<file path="src/hdl/cses_pkg.sv">
package cses_pkg;
    // ---------------------------------------------------------------
    // instruction-set states, first bit is the bytecode bit
    // ---------------------------------------------------------------
    localparam logic [1:0] CSES_ISA_WIDE = 2'h0;
    localparam logic [1:0] CSES_ISA_COMPACT = 2'h1;
    localparam logic [1:0] CSES_ISA_BYTECODE = 2'h2;
    localparam logic [1:0] CSES_ISA_MANAGED = 2'h3;
    // ---------------------------------------------------------------
    // status word layout and reset value
    // ---------------------------------------------------------------
    localparam int CSES_SW_BYTECODE_POS = 24;
    localparam int CSES_SW_COMPACT_POS = 5;
    localparam int CSES_SW_MODE_LSB = 0;
    localparam logic [4:0] CSES_MODE_SUPERVISOR = 5'h13;
    localparam logic [31:0] CSES_SW_RESET = 32'h000001d3;
    localparam logic CSES_NS_RESET = 1'h0;
    // ---------------------------------------------------------------
    // access sizes and state-change operations
    // ---------------------------------------------------------------
    typedef enum logic [1:0] {
        CSES_SZ_BYTE = 2'h0,
        CSES_SZ_HALF = 2'h1,
        CSES_SZ_WORD = 2'h2,
        CSES_SZ_DOUBLE = 2'h3
    } cses_size_t;
    typedef enum logic [3:0] {
        CSES_OP_NONE = 4'h0,
        CSES_OP_BRANCH_EXCHANGE = 4'h1,
        CSES_OP_BRANCH_LINK_EXCHANGE = 4'h2,
        CSES_OP_LOAD_PC = 4'h3,
        CSES_OP_MANAGED_ENTER = 4'h4,
        CSES_OP_MANAGED_LEAVE = 4'h5,
        CSES_OP_BYTECODE_BRANCH = 4'h6,
        CSES_OP_STATUS_WRITE = 4'h7,
        CSES_OP_EXC_ENTRY = 4'h8,
        CSES_OP_EXC_RETURN = 4'h9
    } cses_op_t;
    localparam int CSES_SYNC_STAGES = 3;
endpackage

</file>
<file path="src/hdl/cses_bus_if.sv">
interface cses_bus_if;
    logic req;
    logic write;
    logic [31:0] addr;
    cses_pkg::cses_size_t size;
    logic is_signed;
    logic is_fetch;
    logic nonsecure;
    logic [63:0] wdata;
    logic [7:0] lane_en;
    logic [63:0] rdata;
    logic rvalid;
    logic write_lock;
    modport core (output req, write, addr, size, is_signed, is_fetch, nonsecure,
        wdata, lane_en, input rdata, rvalid, write_lock);
    modport system (input req, write, addr, size, is_signed, is_fetch, nonsecure,
        wdata, lane_en, output rdata, rvalid, write_lock);
endinterface

</file>
<file path="src/hdl/cses_core.sv">
// Behaviour
// - state bits select one of four sets
// - status writes leave state bits, except debug
// - wide/compact switch keeps mode and registers
// - state changes only by named ops
// - exceptions run only in wide/compact
// - exception return copies saved into current
// - byte to doubleword, signed or unsigned
// - doubleword/multiple transfers need word alignment
// - memory is linear ascending byte array
// - little and byte-invariant big endian only
// - instruction fetches always little endian
// - byte n on lane n, both endians
// - halfword lane order swaps in big endian
// - word lanes by offset, bytes reversed big
// - modified virtual equals virtual address
// - nonsecure core: nonsecure bases, all nonsecure
// - secure core: descriptor flag gives security
// - miss access nonsecure if core nonsecure
// - second-level fetch secure in secure state
// - data physical, instruction virtual index; data index here is op_data_i with bit 0 cleared
// - reset: supervisor, secure, flag zero
// - lock input faults protected writes only
// - chip holds lock low at reset
module cses_core (
    input wire logic sys_clk_i,
    input wire logic reset_n_i,
    cses_bus_if.core bus,
    input wire cses_pkg::cses_op_t op_i,
    input wire logic op_valid_i,
    input wire logic [31:0] op_data_i,
    input wire logic debug_mode_i,
    input wire logic big_endian_i,
    input wire logic req_i,
    input wire logic req_write_i,
    input wire logic req_fetch_i,
    input wire logic req_multi_i,
    input wire logic req_signed_i,
    input wire cses_pkg::cses_size_t req_size_i,
    input wire logic [31:0] req_vaddr_i,
    input wire logic [63:0] req_wdata_i,
    input wire logic desc_nonsecure_i,
    input wire logic desc_second_level_i,
    input wire logic [31:0] saved_status_word_i,
    input wire logic nonsecure_flag_wr_i,
    input wire logic nonsecure_flag_val_i,
    input wire logic protected_write_i,
    output logic [31:0] current_status_word_o,
    output logic [1:0] isa_state_o,
    output logic nonsecure_flag_o,
    output logic table_base_nonsecure_o,
    output logic [31:0] mod_vaddr_o,
    output logic [31:0] dcache_index_o,
    output logic [31:0] icache_index_o,
    output logic undef_exc_o,
    output logic align_fault_o,
    output logic [63:0] load_data_o,
    output logic load_valid_o
);
    import cses_pkg::*;
    // ---------------------------------------------------------------
    // status word and state decode
    // ---------------------------------------------------------------
    logic [31:0] current_status_word;
    logic nonsecure_flag;
    logic [CSES_SYNC_STAGES-1:0] lock_sync;
    logic lock_now;
    // a change counts only once the last two stages agree
    wire logic lock_settled = lock_sync[2] == lock_sync[1];
    wire logic [1:0] isa_state = {current_status_word[CSES_SW_BYTECODE_POS],
        current_status_word[CSES_SW_COMPACT_POS]};
    wire logic in_wc = ~isa_state[1];
    wire logic [31:0] op_target = {op_data_i[31:1], 1'b0};
    logic [31:0] next_sw;
    always_comb begin
        next_sw = current_status_word;
        if (op_valid_i) begin
            unique case (op_i)
                // only the compact bit moves, mode and registers untouched
                CSES_OP_BRANCH_EXCHANGE, CSES_OP_BRANCH_LINK_EXCHANGE,
                CSES_OP_LOAD_PC: begin
                    if (in_wc) begin
                        next_sw[CSES_SW_COMPACT_POS] = op_data_i[0];
                    end
                end
                CSES_OP_MANAGED_ENTER: begin
                    if (isa_state == CSES_ISA_COMPACT) begin
                        next_sw[CSES_SW_BYTECODE_POS] = 1'b1;
                    end
                end
                CSES_OP_MANAGED_LEAVE: begin
                    if (isa_state == CSES_ISA_MANAGED) begin
                        next_sw[CSES_SW_BYTECODE_POS] = 1'b0;
                    end
                end
                CSES_OP_BYTECODE_BRANCH: begin
                    if (in_wc) begin
                        next_sw[CSES_SW_BYTECODE_POS] = 1'b1;
                        next_sw[CSES_SW_COMPACT_POS] = 1'b0;
                    end
                end
                CSES_OP_STATUS_WRITE: begin
                    next_sw = op_data_i;
                    if (!debug_mode_i) begin
                        next_sw[CSES_SW_BYTECODE_POS] =
                            current_status_word[CSES_SW_BYTECODE_POS];
                        next_sw[CSES_SW_COMPACT_POS] =
                            current_status_word[CSES_SW_COMPACT_POS];
                    end
                end
                CSES_OP_EXC_ENTRY: begin
                    next_sw = op_data_i;
                    next_sw[CSES_SW_BYTECODE_POS] = 1'b0;
                end
                CSES_OP_EXC_RETURN: begin
                    next_sw = saved_status_word_i;
                end
                default: begin
                    next_sw = current_status_word;
                end
            endcase
        end
    end
    always_ff @(posedge sys_clk_i or negedge reset_n_i) begin
        if (!reset_n_i) begin
            current_status_word <= CSES_SW_RESET;
            nonsecure_flag <= CSES_NS_RESET;
            lock_sync <= '0;
            lock_now <= 1'b0;
        end else begin
            current_status_word <= next_sw;
            // only in secure-side code may the flag move
            if (nonsecure_flag_wr_i && !nonsecure_flag) begin
                nonsecure_flag <= nonsecure_flag_val_i;
            end
            lock_sync <= {lock_sync[1:0], bus.write_lock};
            if (lock_settled) begin
                lock_now <= lock_sync[1];
            end
        end
    end
    // ---------------------------------------------------------------
    // address and security attributes
    // ---------------------------------------------------------------
    wire logic [31:0] mva = req_vaddr_i;
    // second-level fetch stays secure in secure state
    wire logic access_ns = nonsecure_flag |
        (desc_nonsecure_i & ~desc_second_level_i);
    wire logic misaligned = (req_size_i == CSES_SZ_HALF && req_vaddr_i[0]) ||
        ((req_size_i == CSES_SZ_WORD || req_size_i == CSES_SZ_DOUBLE || req_multi_i)
        && req_vaddr_i[1:0] != 2'h0);
    // ---------------------------------------------------------------
    // byte-lane steering, 64-bit bus
    // ---------------------------------------------------------------
    wire logic be_data = big_endian_i & ~req_fetch_i;
    wire logic [2:0] off = req_vaddr_i[2:0];
    logic [63:0] lane_wdata;
    logic [7:0] lane_en;
    always_comb begin
        lane_wdata = '0;
        lane_en = '0;
        unique case (req_size_i)
            CSES_SZ_BYTE: begin
                lane_wdata = {56'h0, req_wdata_i[7:0]} << {off, 3'h0};
                lane_en = 8'h01 << off;
            end
            CSES_SZ_HALF: begin
                lane_wdata = {48'h0, be_data ? {req_wdata_i[7:0], req_wdata_i[15:8]}
                    : req_wdata_i[15:0]} << {off[2:1], 4'h0};
                lane_en = 8'h03 << {off[2:1], 1'b0};
            end
            CSES_SZ_WORD: begin
                lane_wdata = {32'h0, be_data ? {req_wdata_i[7:0], req_wdata_i[15:8],
                    req_wdata_i[23:16], req_wdata_i[31:24]} : req_wdata_i[31:0]}
                    << {off[2], 5'h0};
                lane_en = off[2] ? 8'hf0 : 8'h0f;
            end
            CSES_SZ_DOUBLE: begin
                lane_wdata = req_wdata_i;
                lane_en = 8'hff;
            end
        endcase
    end
    // load: undo steering, then extend
    cses_size_t ld_size;
    logic [2:0] ld_off;
    logic ld_be;
    logic ld_signed;
    logic [63:0] ld_val;
    always_comb begin
        ld_val = bus.rdata;
        unique case (ld_size)
            CSES_SZ_BYTE: begin
                ld_val = bus.rdata >> {ld_off, 3'h0};
                ld_val = {{56{ld_signed & ld_val[7]}}, ld_val[7:0]};
            end
            CSES_SZ_HALF: begin
                ld_val = bus.rdata >> {ld_off[2:1], 4'h0};
                if (ld_be) begin
                    ld_val[15:0] = {ld_val[7:0], ld_val[15:8]};
                end
                ld_val = {{48{ld_signed & ld_val[15]}}, ld_val[15:0]};
            end
            CSES_SZ_WORD: begin
                ld_val = bus.rdata >> {ld_off[2], 5'h0};
                if (ld_be) begin
                    ld_val[31:0] = {ld_val[7:0], ld_val[15:8], ld_val[23:16],
                        ld_val[31:24]};
                end
                ld_val = {{32{ld_signed & ld_val[31]}}, ld_val[31:0]};
            end
            CSES_SZ_DOUBLE: begin
                ld_val = bus.rdata;
            end
        endcase
    end
    // ---------------------------------------------------------------
    // registered outputs
    // ---------------------------------------------------------------
    wire logic issue = req_i & ~misaligned;
    always_ff @(posedge sys_clk_i or negedge reset_n_i) begin
        if (!reset_n_i) begin
            bus.req <= 1'b0;
            bus.write <= 1'b0;
            bus.addr <= '0;
            bus.size <= CSES_SZ_BYTE;
            bus.is_signed <= 1'b0;
            bus.is_fetch <= 1'b0;
            bus.nonsecure <= 1'b0;
            bus.wdata <= '0;
            bus.lane_en <= '0;
            ld_size <= CSES_SZ_BYTE;
            ld_off <= '0;
            ld_be <= 1'b0;
            ld_signed <= 1'b0;
            load_data_o <= '0;
            load_valid_o <= 1'b0;
            align_fault_o <= 1'b0;
            undef_exc_o <= 1'b0;
            mod_vaddr_o <= '0;
            dcache_index_o <= '0;
            icache_index_o <= '0;
            table_base_nonsecure_o <= 1'b0;
        end else begin
            bus.req <= issue;
            bus.write <= req_write_i;
            bus.addr <= mva;
            bus.size <= req_size_i;
            bus.is_signed <= req_signed_i;
            bus.is_fetch <= req_fetch_i;
            bus.nonsecure <= access_ns;
            bus.wdata <= lane_wdata;
            bus.lane_en <= lane_en;
            if (issue && !req_write_i) begin
                ld_size <= req_size_i;
                ld_off <= off;
                ld_be <= be_data;
                ld_signed <= req_signed_i;
            end
            load_data_o <= ld_val;
            load_valid_o <= bus.rvalid;
            align_fault_o <= req_i & misaligned;
            undef_exc_o <= protected_write_i & lock_now;
            mod_vaddr_o <= mva;
            // data index is op_data_i with bit 0 cleared, virtual index straight
            dcache_index_o <= op_target;
            icache_index_o <= mva;
            table_base_nonsecure_o <= nonsecure_flag;
        end
    end
    assign current_status_word_o = current_status_word;
    assign isa_state_o = isa_state;
    assign nonsecure_flag_o = nonsecure_flag;
endmodule

</file>
<file path="src/flat_wrapper.sv">
// flat-port wrapper written by rule: the top's interface ports become plain ports
module cses_core_flat import cses_pkg::*;
  (sys_clk_i, reset_n_i, op_i, op_valid_i, op_data_i, debug_mode_i, big_endian_i, req_i, req_write_i, req_fetch_i, req_multi_i, req_signed_i, req_size_i, req_vaddr_i, req_wdata_i, desc_nonsecure_i, desc_second_level_i, saved_status_word_i, nonsecure_flag_wr_i, nonsecure_flag_val_i, protected_write_i, current_status_word_o, isa_state_o, nonsecure_flag_o, table_base_nonsecure_o, mod_vaddr_o, dcache_index_o, icache_index_o, undef_exc_o, align_fault_o, load_data_o, load_valid_o, bus_req, bus_write, bus_addr, bus_size, bus_is_signed, bus_is_fetch, bus_nonsecure, bus_wdata, bus_lane_en, bus_rdata, bus_rvalid, bus_write_lock);
  cses_bus_if bus_i ();
  input wire logic sys_clk_i;
  input wire logic reset_n_i;
  input wire cses_pkg::cses_op_t op_i;
  input wire logic op_valid_i;
  input wire logic [31:0] op_data_i;
  input wire logic debug_mode_i;
  input wire logic big_endian_i;
  input wire logic req_i;
  input wire logic req_write_i;
  input wire logic req_fetch_i;
  input wire logic req_multi_i;
  input wire logic req_signed_i;
  input wire cses_pkg::cses_size_t req_size_i;
  input wire logic [31:0] req_vaddr_i;
  input wire logic [63:0] req_wdata_i;
  input wire logic desc_nonsecure_i;
  input wire logic desc_second_level_i;
  input wire logic [31:0] saved_status_word_i;
  input wire logic nonsecure_flag_wr_i;
  input wire logic nonsecure_flag_val_i;
  input wire logic protected_write_i;
  output logic [31:0] current_status_word_o;
  output logic [1:0] isa_state_o;
  output logic nonsecure_flag_o;
  output logic table_base_nonsecure_o;
  output logic [31:0] mod_vaddr_o;
  output logic [31:0] dcache_index_o;
  output logic [31:0] icache_index_o;
  output logic undef_exc_o;
  output logic align_fault_o;
  output logic [63:0] load_data_o;
  output logic load_valid_o;
  output wire logic [$bits(bus_i.req)-1:0] bus_req;
  output wire logic [$bits(bus_i.write)-1:0] bus_write;
  output wire logic [$bits(bus_i.addr)-1:0] bus_addr;
  output wire logic [$bits(bus_i.size)-1:0] bus_size;
  output wire logic [$bits(bus_i.is_signed)-1:0] bus_is_signed;
  output wire logic [$bits(bus_i.is_fetch)-1:0] bus_is_fetch;
  output wire logic [$bits(bus_i.nonsecure)-1:0] bus_nonsecure;
  output wire logic [$bits(bus_i.wdata)-1:0] bus_wdata;
  output wire logic [$bits(bus_i.lane_en)-1:0] bus_lane_en;
  input wire logic [$bits(bus_i.rdata)-1:0] bus_rdata;
  input wire logic [$bits(bus_i.rvalid)-1:0] bus_rvalid;
  input wire logic [$bits(bus_i.write_lock)-1:0] bus_write_lock;
  assign bus_req = bus_i.req;
  assign bus_write = bus_i.write;
  assign bus_addr = bus_i.addr;
  assign bus_size = bus_i.size;
  assign bus_is_signed = bus_i.is_signed;
  assign bus_is_fetch = bus_i.is_fetch;
  assign bus_nonsecure = bus_i.nonsecure;
  assign bus_wdata = bus_i.wdata;
  assign bus_lane_en = bus_i.lane_en;
  assign bus_i.rdata = bus_rdata;
  assign bus_i.rvalid = bus_rvalid;
  assign bus_i.write_lock = bus_write_lock;
  cses_core u_core (.sys_clk_i(sys_clk_i), .reset_n_i(reset_n_i), .bus(bus_i), .op_i(op_i), .op_valid_i(op_valid_i), .op_data_i(op_data_i), .debug_mode_i(debug_mode_i), .big_endian_i(big_endian_i), .req_i(req_i), .req_write_i(req_write_i), .req_fetch_i(req_fetch_i), .req_multi_i(req_multi_i), .req_signed_i(req_signed_i), .req_size_i(req_size_i), .req_vaddr_i(req_vaddr_i), .req_wdata_i(req_wdata_i), .desc_nonsecure_i(desc_nonsecure_i), .desc_second_level_i(desc_second_level_i), .saved_status_word_i(saved_status_word_i), .nonsecure_flag_wr_i(nonsecure_flag_wr_i), .nonsecure_flag_val_i(nonsecure_flag_val_i), .protected_write_i(protected_write_i), .current_status_word_o(current_status_word_o), .isa_state_o(isa_state_o), .nonsecure_flag_o(nonsecure_flag_o), .table_base_nonsecure_o(table_base_nonsecure_o), .mod_vaddr_o(mod_vaddr_o), .dcache_index_o(dcache_index_o), .icache_index_o(icache_index_o), .undef_exc_o(undef_exc_o), .align_fault_o(align_fault_o), .load_data_o(load_data_o), .load_valid_o(load_valid_o));
endmodule
</file>
<file path="config.mk">
export PLATFORM = sky130hd
export DESIGN_NAME = cses_core_flat
export DESIGN_NICKNAME = d
export VERILOG_FILES = /design/src/hdl/cses_pkg.sv /design/src/hdl/cses_bus_if.sv /design/src/hdl/cses_core.sv /design/src/flat_wrapper.sv
export SDC_FILE = /design/constraint.sdc
export NUM_CORES = 1
export LEC_CHECK = 0
export ABC_CLOCK_PERIOD_IN_PS = 1900
export BUFFER_PORTS_ARGS = -buffer_cell sky130_fd_sc_hd__buf_2
export CELL_PAD_IN_SITES_DETAIL_PLACEMENT = 0
export CELL_PAD_IN_SITES_GLOBAL_PLACEMENT = 2
export CORE_MARGIN = 2
export CORE_UTILIZATION = 26
export DETAILED_ROUTE_END_ITERATION = 10
export PLACE_DENSITY_LB_ADDON = 0.1
export SLEW_MARGIN = 40
export SYNTH_ARGS = -nofsm -noshare
export SYNTH_HDL_FRONTEND = slang
export SYNTH_SLANG_ARGS = --single-unit
export TNS_END_PERCENT = 100
</file>
<file path="constraint.sdc">
create_clock -name sys_clk_i -period 1.9 [get_ports sys_clk_i]
set_clock_uncertainty 0.1 [all_clocks]
set_input_delay 0.285 -clock sys_clk_i [delete_from_list [all_inputs] [get_ports sys_clk_i]]
set_output_delay 0.285 -clock sys_clk_i [all_outputs]
set_load 0.02 [all_outputs]
</file>
==> flow_metrics.env <==
export IMPL_syn_to_final_growth_pct=56.0
export IMPL_path_max_fanout=17
export IMPL_critical_path_cell_chain="mux4_2, a22o_1, a22oi_2, buf_4, buf_12, o21ai_0"
export IMPL_max_stage_delay_ps=500
export IMPL_place_inst=2309
export IMPL_min_period_ps=2070
export IMPL_fin_setup_tns_ps=-5010
export IMPL_rrSetupSlack_ps=-170
export IMPL_path_clk_slew_ps=60
export IMPL_cts_tree="yes"
export IMPL_crit_family="compound AO/OA/AOI/OAI gates"
export IMPL_die_x_um=227
export IMPL_die_area_sq_um=51700
export IMPL_violations="setup timing"
export IMPL_synth_top_cell_area_share_pct=47.8
export IMPL_grt_pass1_vias=13000
export IMPL_cp_start_kind="flip-flop"
export IMPL_drc=0
export IMPL_rr_worst_depth=6
export IMPL_regArea_sq_um=6370
export IMPL_hold_viol_final=0
export IMPL_relSlewSlack_pct=58.9
export IMPL_nets=2124
export IMPL_layoutNonFillerInstCount=2570
export IMPL_outcome="complete, but fails checks"
export IMPL_syn_inst=1115
export IMPL_reg2reg_from="u_core.ld_off[2]$_DFFE_PN0P_"
export IMPL_setup_viol=49
export IMPL_crit_path_end_kind="flip-flop"
export IMPL_total_power_mw=20.8
export IMPL_detailed_place_hpwl_um=43500
export IMPL_grt_pass1_wl_um=83500
export IMPL_clk_latency_ps=530
export IMPL_cts_inserted_buffers=35
export IMPL_slew_viol_final=0
export IMPL_cts_max_level=2
export IMPL_start_util_pct=26.4
export IMPL_synth_top_area_cell="dfrtp_1"
export IMPL_synth_area_leaders="dfrtp_1, mux4_2, mux2i_1"
export IMPL_grt_usage_pct=21.7
export IMPL_dr_total_vias=12400
export IMPL_fin_crit_sh_pct=109
export IMPL_postRouteAntennaNets=0
export IMPL_min_from="req_wdata_i[20]"
export IMPL_synth_seq_cells=254
export IMPL_cp_slowest_cell="mux4_2"
export IMPL_synth_edf_count=0
export IMPL_finalInstanceArea_sq_um=20300
export IMPL_vdd_drop_max_uv=495
export IMPL_synth_main_ff_cell="dfrtp_1"
export IMPL_crit_cells=6
export IMPL_path_buf_inv=2
export IMPL_leakagePower_nw=9.74
export IMPL_totalWireLength_um=57900
export IMPL_yosysWarningCount=0
export IMPL_clockBufferDepth=3
export IMPL_wl_per_cell_um=22.5
export IMPL_required_ps=2200
export IMPL_drt_pass1_iter_count=5
export IMPL_antenna_found_initial=3
export IMPL_endpoint="u_core.load_data_o[21]$_DFF_PN0_"
export IMPL_cts_sinks=254
export IMPL_hold_path_class="input pin to flip-flop"
export IMPL_drv_cap=0
export IMPL_ios=557
export IMPL_synth_cell_types=53
export IMPL_critical_path_arrival_ps=2360
export IMPL_synth_area_per_cell_sq_um=11.6
export IMPL_drive_gt1_share_pct=45.7
export IMPL_multi_input_area_sq_um=5680
export IMPL_synth_most_common_cell="dfrtp_1"
export IMPL_detail_route_iter0_violations=752
export IMPL_grt_overflow=0
export IMPL_ys_seq_area_share_pct=49.0
export IMPL_ys_top_cells_by_count="dfrtp_1, mux2i_1, nand2_1"
export IMPL_rsz0062_at_grt="true"
export IMPL_syn_cell_area_sq_um=13000
export IMPL_coreArea_sq_um=49200
export IMPL_r2r_end="u_core.load_data_o[21]$_DFF_PN0_"
export IMPL_dpl_cell_area_sq_um=17000
export IMPL_async_reset_ff_share_pct=100
export IMPL_max_freq_mhz=484
export IMPL_nFillCells=4808
export IMPL_gp_congestion=0.827
export IMPL_avgViaCountPerCell=4.81
export IMPL_grt_max_degree=39
export IMPL_port_buffer_count=555
export IMPL_setup_slack_ps=-167
export IMPL_worstSetupStartpoint="u_core.ld_off[2]$_DFFE_PN0P_"
export IMPL_power_density_nw_per_um2=1030
export IMPL_tightest_slew_ps=614
export IMPL_fp_row_count=81
export IMPL_cts_root_buf="clkbuf_16"
export IMPL_worstSetupPathType="flip-flop to flip-flop"
export IMPL_syn_nets=1362
export IMPL_dieHeight_um=227
sequential cells by signal, summed over array words and instances, names as in the netlist, 3 cells and up:
name,flops
u_core.dcache_index_o,31
u_core.ld_off,3
u_core.bus.wdata,64
u_core.load_data_o,64
u_core.lock_sync,3
u_core.current_status_word_o,32
u_core.bus.lane_en,8
u_core.bus.addr,32
worst min path at each step:
stage	endpoint	slack, ps	cells past startpoint
floorplan	u_core.align_fault_o$_DFF_PN0_	-110	0
global placement	u_core.load_data_o[36]$_DFF_PN0_	120	1
detailed placement	u_core.load_data_o[36]$_DFF_PN0_	120	1
CTS	u_core.bus.wdata[12]$_DFF_PN0_	0.1	3
global route	u_core.bus.wdata[18]$_DFF_PN0_	20	2
finish	u_core.bus.wdata[12]$_DFF_PN0_	30	3
report_power, final:
group          total [mW]  switching, mW  internal, mW
combinational        7.45           4.29          3.16
clock                6.51           2.63          3.88
sequential           6.83          0.452          6.37
total                20.8           7.37          13.4
worst min-delay path: cells and delay by family:
family,cells,cell delay (ps)
compound gates,2,190
buf+inv,1,150
area by class of cell:
type | count | share of cell area (%)
sequential | 254 | 31.5
timing repair buffer | 892 | 30.3
multi-input combinational | 669 | 28.1
clock buffer | 50 | 5.00
tap | 664 | 4.10
clock inverter | 13 | 0.605
inverter | 25 | 0.463
antenna | 3 | 0.0371
cells by family after synthesis:
group / share of synthesized area [%]
DFF: 49.0
adders and majority gates: 0.0771
xor gates and xnor gates: 0.0675
and+or+nand+nor: 7.08
other: 0.0289
buffers and inverters: 8.25
AOI/OAI and AO/OA: 17.5
muxes: 18.0
cells in the final DEF (no fill, tap or decap), types with 5 or more instances in the layout:
master,count
nand2b_1,11
dlygate4sd3_1,187
a221o_1,16
o31ai_1,8
mux2i_1,93
nand2_1,79
a21o_1,12
nor2b_1,7
a21oi_2,10
inv_1,25
clkbuf_16,37
buf_2,553
and2_1,7
mux4_2,57
clkinv_2,5
buf_4,120
clkbuf_8,6
clkbuf_1,8
nor3b_1,7
and3b_1,5
a32oi_1,8
a22o_1,46
o211ai_1,8
buf_12,25
dfstp_2,6
o22ai_1,8
nor3_1,8
dfrtp_1,244
a22oi_1,57
mux2_2,10
a21oi_1,42
nand3_1,5
o21ai_0,73
a222oi_1,8
o221ai_1,12
nor2_1,29
routing by layer:
| layer | routed length (um) | GRT usage (%) | up-vias |
|---|---|---|---|
| li1 | - | - | 5650 |
| met1 | 24200 | 27.2 | 6169 |
| met2 | 28600 | 36.8 | 455 |
| met3 | 3440 | 4.65 | 89 |
| met4 | 1660 | 7.46 | 2 |
| met5 | 13 | 0 | - |
metrics by stage:
step	util, %	hold WS [ps]	worst slack [ps]
floorplan	-	-111	1.18
global placement	34.7	115	-132
detailed placement	34.7	125	-164
CTS	40.9	0.131	-144
global route	41.2	17.5	-250
finish	41.2	25.2	-167
timing repair:
action | 4_1_cts | 5_1_grt
setup buffers | 3 | 5
cloned | 1 | 1
endpoints found under the setup margin | 53 | 87
hold endpoints to repair | 423 | 0
resized for setup | 8 | 26
hold buffers | 187 | 0
pin swaps | 1 | 3
(Power assumes the default switching activity.)
